===== config.mk =====
export PLATFORM = sky130hd
export DESIGN_NAME = baud_gen
export DESIGN_NICKNAME = d
export VERILOG_FILES = /design/src/baud_pkg.sv /design/src/baud_gen.sv /design/src/pulse_divider.sv
export SDC_FILE = /design/constraint.sdc
export NUM_CORES = 1
export LEC_CHECK = 0
export BUFFER_PORTS_ARGS = -buffer_cell sky130_fd_sc_hd__clkbuf_2
export CAP_MARGIN = 20
export CORE_AREA = 2 2 77 79
export CTS_CLUSTER_DIAMETER = 80
export DETAILED_ROUTE_END_ITERATION = 10
export DIE_AREA = 0 0 79 81
export SETUP_SLACK_MARGIN = 0.4
export SYNTH_ARGS = -nofsm -noshare
export SYNTH_HDL_FRONTEND = slang
export SYNTH_HIERARCHICAL = 1
export SYNTH_SLANG_ARGS = --single-unit

===== constraint.sdc =====
create_clock -name CLK -period 6.27 [get_ports CLK]
set_clock_uncertainty 0.1 [all_clocks]
set_input_delay 0 -clock CLK [delete_from_list [all_inputs] [get_ports CLK]]
set_output_delay 0 -clock CLK [all_outputs]
set_load 0.02 [all_outputs]

===== src/baud_pkg.sv =====
// Package with constants for the serial rate generator.
package baud_pkg;
    // ****************************************
    // Field widths and prescaler codes
    // ****************************************
    localparam int PRESCALE_W = 2;
    localparam int DIVIDE_W = 3;
    localparam int PRE_CNT_W = 4;
    localparam logic [PRESCALE_W-1:0] PRE_CODE_1 = 2'h0;
    localparam logic [PRESCALE_W-1:0] PRE_CODE_3 = 2'h1;
    localparam logic [PRESCALE_W-1:0] PRE_CODE_4 = 2'h2;
    localparam logic [PRESCALE_W-1:0] PRE_CODE_13 = 2'h3;
    localparam logic [PRE_CNT_W-1:0] PRE_DIV_1 = 4'h1;
    localparam logic [PRE_CNT_W-1:0] PRE_DIV_3 = 4'h3;
    localparam logic [PRE_CNT_W-1:0] PRE_DIV_4 = 4'h4;
    localparam logic [PRE_CNT_W-1:0] PRE_DIV_13 = 4'hD;
    // ****************************************
    // Divider chain
    // ****************************************
    localparam int RATE_CNT_W = 7;
    localparam int BIT_DIV = 16;
    localparam int BIT_CNT_W = 4;
endpackage


===== src/baud_gen.sv =====
// Top of the serial rate generator: prescaler, rate divider and bit clock.
`timescale 1ns/1ps
`default_nettype none
module baud_gen
    import baud_pkg::*;
#(
    parameter int RATE_W = RATE_CNT_W
) (
    input wire logic CLK,
    input wire logic NRST,
    input wire logic [PRESCALE_W-1:0] RATE_PRESCALE_SELECT,
    input wire logic [DIVIDE_W-1:0] RATE_DIVIDE_SELECT,
    input wire logic TEST_MODE,
    input wire logic BAUD_CLOCK_CHECK_WR,
    input wire logic TX_DATA_IN,
    output logic BAUD_CLOCK_CHECK_TEST,
    output logic RX_SAMPLE_TICK,
    output logic TX_BIT_TICK,
    output logic TXD_OUT
);
    // ****************************************
    // Setting tracking
    // ****************************************
    logic [PRESCALE_W-1:0] pre_reg;
    logic [DIVIDE_W-1:0] div_reg;
    logic restart;
    logic pre_tick;
    logic sample_tick;
    logic bit_tick;
    logic sample_clk_reg;
    logic bit_clk_reg;
    logic [PRE_CNT_W-1:0] pre_term;
    logic [RATE_W-1:0] rate_term;
    // Wide enough for the slowest setting, thirteen times 128.
    localparam int SPAN_W = PRE_CNT_W + RATE_W;
    logic [SPAN_W-1:0] since_reg;
    logic since_ok_reg;
    logic [BIT_CNT_W-1:0] pairs_reg;
    logic pairs_ok_reg;

    // Map prescaler code to its divide factor.
    function automatic logic [PRE_CNT_W-1:0] pre_factor(
        input logic [PRESCALE_W-1:0] code
    );
        case (code)
            PRE_CODE_1: pre_factor = PRE_DIV_1;
            PRE_CODE_3: pre_factor = PRE_DIV_3;
            PRE_CODE_4: pre_factor = PRE_DIV_4;
            PRE_CODE_13: pre_factor = PRE_DIV_13;
            default: pre_factor = PRE_DIV_1;
        endcase
    endfunction

    // Remember the last setting so a change restarts the chain.
    always_ff @(posedge CLK or negedge NRST) begin
        if (!NRST) begin
            pre_reg <= '0;
            div_reg <= '0;
        end else begin
            pre_reg <= RATE_PRESCALE_SELECT;
            div_reg <= RATE_DIVIDE_SELECT;
        end
    end

    // A change costs one partial period but avoids a stale terminal count.
    assign restart = (pre_reg != RATE_PRESCALE_SELECT) ||
                     (div_reg != RATE_DIVIDE_SELECT);

    // ****************************************
    // Divider chain
    // ****************************************
    // One setting drives both directions.
    assign pre_term = pre_factor(RATE_PRESCALE_SELECT) - 1'b1;
    assign rate_term = RATE_W'((1 << RATE_DIVIDE_SELECT) - 1);

    // Prescaler stage fed from the processor clock.
    pulse_divider #(.W(PRE_CNT_W)) u_pre (
        .CLK(CLK),
        .NRST(NRST),
        .restart(restart),
        .tick_in(1'b1),
        .terminal(pre_term),
        .tick_out(pre_tick)
    );

    // Rate-select stage gives the sample clock.
    pulse_divider #(.W(RATE_W)) u_rate (
        .CLK(CLK),
        .NRST(NRST),
        .restart(restart),
        .tick_in(pre_tick),
        .terminal(rate_term),
        .tick_out(sample_tick)
    );

    // Fixed divide-by-sixteen for the bit clock.
    pulse_divider #(.W(BIT_CNT_W)) u_bit (
        .CLK(CLK),
        .NRST(NRST),
        .restart(restart),
        .tick_in(sample_tick),
        .terminal(BIT_CNT_W'(BIT_DIV - 1)),
        .tick_out(bit_tick)
    );

    // Registered ticks so outputs come from flip-flops.
    always_ff @(posedge CLK or negedge NRST) begin
        if (!NRST) begin
            RX_SAMPLE_TICK <= 1'b0;
            TX_BIT_TICK <= 1'b0;
        end else begin
            RX_SAMPLE_TICK <= sample_tick;
            TX_BIT_TICK <= bit_tick;
        end
    end

    // Square-wave views of both clocks for the check output.
    always_ff @(posedge CLK or negedge NRST) begin
        if (!NRST) begin
            sample_clk_reg <= 1'b0;
            bit_clk_reg <= 1'b0;
        end else if (restart) begin
            sample_clk_reg <= 1'b0;
            bit_clk_reg <= 1'b0;
        end else begin
            if (sample_tick) begin
                sample_clk_reg <= !sample_clk_reg;
            end
            if (bit_tick) begin
                bit_clk_reg <= !bit_clk_reg;
            end
        end
    end

    // ****************************************
    // Factory test bit and pin mux
    // ****************************************
    // Test bit is held clear whenever the part is not in test mode.
    always_ff @(posedge CLK or negedge NRST) begin
        if (!NRST) begin
            BAUD_CLOCK_CHECK_TEST <= 1'b0;
        end else if (!TEST_MODE) begin
            BAUD_CLOCK_CHECK_TEST <= 1'b0;
        end else begin
            BAUD_CLOCK_CHECK_TEST <= BAUD_CLOCK_CHECK_WR;
        end
    end

    // Transmit pin carries data, or the clock XOR while checking.
    always_ff @(posedge CLK or negedge NRST) begin
        if (!NRST) begin
            TXD_OUT <= 1'b1;
        end else if (BAUD_CLOCK_CHECK_TEST) begin
            TXD_OUT <= sample_clk_reg ^ bit_clk_reg;
        end else begin
            TXD_OUT <= TX_DATA_IN;
        end
    end

    // ****************************************
    // Checks
    // ****************************************
    // Cycles since the last sample tick. A restart voids the count, so the
    // first tick after a change is never judged against a stale period.
    always_ff @(posedge CLK or negedge NRST) begin
        if (!NRST) begin
            since_reg <= '0;
            since_ok_reg <= 1'b0;
        end else if (restart) begin
            since_reg <= '0;
            since_ok_reg <= 1'b0;
        end else if (RX_SAMPLE_TICK) begin
            since_reg <= SPAN_W'(1);
            since_ok_reg <= 1'b1;
        end else begin
            since_reg <= since_reg + 1'b1;
        end
    end

    // Sample ticks strictly between two bit ticks, for the pairing check.
    always_ff @(posedge CLK or negedge NRST) begin
        if (!NRST) begin
            pairs_reg <= '0;
            pairs_ok_reg <= 1'b0;
        end else if (restart) begin
            pairs_reg <= '0;
            pairs_ok_reg <= 1'b0;
        end else if (TX_BIT_TICK) begin
            pairs_reg <= '0;
            pairs_ok_reg <= 1'b1;
        end else if (RX_SAMPLE_TICK) begin
            pairs_reg <= pairs_reg + 1'b1;
        end
    end
endmodule
`default_nettype wire


===== src/pulse_divider.sv =====
// Generic enable-pulse divider used by the rate chain.
`timescale 1ns/1ps
`default_nettype none
module pulse_divider #(
    parameter int W = 4
) (
    input wire logic CLK,
    input wire logic NRST,
    input wire logic restart,
    input wire logic tick_in,
    input wire logic [W-1:0] terminal,
    output logic tick_out
);
    logic [W-1:0] count_reg;

    // Counts input ticks; emits one pulse when the terminal count is hit.
    always_ff @(posedge CLK or negedge NRST) begin
        if (!NRST) begin
            count_reg <= '0;
        end else if (restart) begin
            count_reg <= '0;
        end else if (tick_in) begin
            if (count_reg == terminal) begin
                count_reg <= '0;
            end else begin
                count_reg <= count_reg + 1'b1;
            end
        end
    end

    // Combinational pulse keeps chained stages aligned to one clock.
    assign tick_out = tick_in && !restart && (count_reg == terminal);
endmodule
`default_nettype wire


==> results.sh <==
export IMPL_ant_nets=0
export IMPL_drt_pass1_iter_count=4
export IMPL_placement_io_buffers=13
export IMPL_grt_pass1_vias=1057
export IMPL_total_grt_overflow=0
export IMPL_crit_chain="dlygate4sd3_1 > clkbuf_2 > or3_1 > ha_1 > and2b_2 > o21ai_0 > o21ai_0 > xor2_1 > nor4_2 > nand4_2 > nor3b_1 > buf_4 > nand2_1 > mux2_2 > o32ai_1"
export IMPL_synth_sequential_area_ratio=0.4155
export IMPL_ctsLongestPathBuffers=2
export IMPL_synth_ff_latch_count=26
export IMPL_maxCapViolCount=0
export IMPL_run_status="finished clean"
export IMPL_maximum_vdd_drop_mv=0.08233
export IMPL_r2r_start="div_reg[1]"
export IMPL_tritoncts="done"
export IMPL_largest_register_ff_count=7
export IMPL_place_gp_congestion=0.7699
export IMPL_cell_row_count=28
export IMPL_path_max_fanout=12
export IMPL_hold_viol=0
export IMPL_tritoncts_num_buffers=3
export IMPL_maxClockFrequency_ghz=0.2837
export IMPL_area_delta_synth_final_pct=20.02
export IMPL_hpwl_um=1886
export IMPL_cts_resized_gates=0
export IMPL_synthDistinctLibCells=37
export IMPL_leak_pwr_nw=0.8603
export IMPL_finish_instance_area_mm2=0.001883
export IMPL_critical_path_required_ns=6.34
export IMPL_final_setup_viol_count=0
export IMPL_synth_yosys_warnings=6
export IMPL_vias=1094
export IMPL_critical_path_slowest_cell="dlygate4sd3_1"
export IMPL_drive_above_1_share=0.1886
export IMPL_placed_cell_area_mm2=0.001722
export IMPL_tns_ns=0
export IMPL_grt_max_degree=27
export IMPL_clk_insertion_delay_late_ns=0.27
export IMPL_syn_area_per_cell_um2=10.53
export IMPL_post_layout_nonfiller_instances=250
export IMPL_clk_transition_reported_paths_ns=0.10
export IMPL_routedWlPerCell_um=11.09
export IMPL_die_w_um=79
export IMPL_grt_antenna_before_repair=0
export IMPL_final_common_cell="dfrtp_1"
export IMPL_top_level_ports=14
export IMPL_finalNetCount=192
export IMPL_initialDrtViolationCount=78
export IMPL_clkSinkCount=26
export IMPL_remaining_drc_errors=0
export IMPL_clock_root_buffer="clkbuf_8"
export IMPL_synthesized_instance_count=149
export IMPL_n_antenna_cell=0
export IMPL_timing_reg2reg_worst_path_depth=9
export IMPL_setup_worst_path_end_class="register"
export IMPL_drt_wl_total_um=2772
export IMPL_slew_headroom=0.5250
export IMPL_final_util=0.3318
export IMPL_cellPowerDensity_mw_per_mm2=187.8
export IMPL_grt_total_usage=0.09050
export IMPL_synth_area_mm2=0.001569
export IMPL_regToRegEndpoint="u_bit/count_reg[2]"
export IMPL_final_cell_mix="dfrtp_1, xor2_1, clkbuf_2"
export IMPL_rsz0062_at_grt="false"
export IMPL_placedCellCount=237
export IMPL_floorplan_die_area_mm2=0.006399
export IMPL_layout_worst_path_cycle_share=0.5621
export IMPL_worst_pin_slew_ns=0.7125
export IMPL_timing_critical_path_from_type="primary input"
export IMPL_floorplan_die_height_um=81
export IMPL_timing_max_transition_violations_final=0
export IMPL_holdCritPathClass="in2async"
export IMPL_grt_pass1_wl_um=4747
export IMPL_cp_arrival_ns=3.60
export IMPL_classification_of_the_worst_setup_path="in2reg"
export IMPL_initial_core_util=0.2765
export IMPL_layout_min_cycle_time_ns=3.524
export IMPL_via_per_inst=4.376
export IMPL_cts_htree_levels=1
export IMPL_reg2reg_setup_slack_ns=3.48
export IMPL_core_region_area_mm2=0.005675
export IMPL_library_cell_appearing_most_often_on_the_critical_path="o21ai_0"
export IMPL_finalPower_w=0.0003537
export IMPL_timing_critical_path_slowest_cell_delay_ns=0.54
-- synth_stat cells --
| library cell | n | area share |
|---|---|---|
| a2111oi_2 | 2 | 0.019 |
| a21oi_1 | 2 | 0.0064 |
| a22o_1 | 1 | 0.0056 |
| a31o_2 | 1 | 0.0056 |
| a32o_1 | 5 | 0.032 |
| a32o_2 | 1 | 0.0072 |
| and2_1 | 1 | 0.0040 |
| and2_2 | 1 | 0.0048 |
| and2b_2 | 1 | 0.0056 |
| and3b_1 | 2 | 0.011 |
| buf_2 | 2 | 0.0064 |
| buf_6 | 1 | 0.0072 |
| clkbuf_1 | 2 | 0.0048 |
| conb_1 | 1 | 0.0024 |
| dfrtp_1 | 25 | 0.40 |
| dfstp_2 | 1 | 0.017 |
| ha_1 | 6 | 0.048 |
| inv_1 | 6 | 0.014 |
| mux2_2 | 2 | 0.014 |
| mux2i_1 | 2 | 0.013 |
| nand2_1 | 11 | 0.026 |
| nand2b_1 | 5 | 0.020 |
| nand3_1 | 5 | 0.016 |
| nand3b_1 | 2 | 0.0096 |
| nand4_2 | 2 | 0.016 |
| nor2_1 | 12 | 0.029 |
| nor2b_1 | 1 | 0.0040 |
| nor3_1 | 1 | 0.0032 |
| nor3b_1 | 2 | 0.0096 |
| nor3b_2 | 1 | 0.0080 |
| nor4_2 | 3 | 0.024 |
| o21ai_0 | 2 | 0.0064 |
| o22ai_1 | 2 | 0.0080 |
| o32ai_1 | 4 | 0.022 |
| or3_1 | 1 | 0.0040 |
| xnor2_1 | 12 | 0.067 |
| xor2_1 | 18 | 0.10 |
-- routing by layer --
| metal | global-route usage | part of all wire |
|---|---|---|
| met5 | 0 | 0 |
| met4 | 0.01724 | 0.0025 |
| met3 | 0.02111 | 0.027 |
| met2 | 0.1475 | 0.46 |
| met1 | 0.1240 | 0.51 |
-- critical path, delay by kind of cell --
family | cells | cell delay, ns
muxes | 1 | 0.26
adders and majority gates | 1 | 0.28
buffers and inverters | 3 | 0.94
AOI/OAI and AO/OA | 3 | 0.39
and+or+nand+nor | 6 | 1.54
xor gates and xnor gates | 1 | 0.19
-- cell families after synthesis --
family	after synthesis	synth area share
flip-flops	26	0.4155
AND/OR/NAND/NOR	51	0.1946
XOR/XNOR	30	0.1675
other	1	0.002390
multiplexers	4	0.02711
buffers and inverters	11	0.03270
adder cells (fa/ha/maj)	6	0.04785
AO/OA/AOI/OAI	20	0.1124
-- power by group --
part	total [W]	leakage, nW	internal, W	switching [W]
sequential	0.000172	0.347	0.000170	0.00000121
clock	0.000141	0.0357	0.0000854	0.0000553
combinational	0.0000413	0.477	0.0000178	0.0000235
-- layout make-up --
cell class | count | area, µm²
well taps | 75 | 93.84
clock inverters | 1 | 30.03
repair buffers | 23 | 162.7
clock buffers | 3 | 41.29
flip-flops and latches | 26 | 651.9
fillers | 581 | 3792
inverters | 6 | 22.52
multi-input cells | 116 | 880.8
-- worst max path at each step --
stage	start	to	slack, ns	cells after the start
after floorplan	RATE_DIVIDE_SELECT[0]	u_bit/count_reg[2]	3.20	14
after global placement	RATE_DIVIDE_SELECT[0]	u_bit/count_reg[2]	3.13	14
after detailed placement	RATE_DIVIDE_SELECT[0]	u_bit/count_reg[2]	3.06	14
after CTS	RATE_DIVIDE_SELECT[0]	u_bit/count_reg[2]	2.78	15
after global routing	RATE_DIVIDE_SELECT[0]	bit_clk_reg	2.49	16
final	RATE_DIVIDE_SELECT[0]	u_bit/count_reg[2]	2.75	15
-- metrics by stage --
stage	hold WS [ns]	setup WS, ns
2_1_floorplan	-0.3956	3.200
3_3_place_gp	-0.03809	3.131
3_5_place_dp	-0.02972	3.058
4_1_cts	0.2107	2.781
5_1_grt	0.2334	2.494
6_report	0.1857	2.746
-- timing repair --
item | 4_1_cts | 5_1_grt
endpoints found under the hold margin | 32 | 0
hold buffers | 9 | 0
setup buffers | 0 | 0
Power figures use the tool's default switching activity.
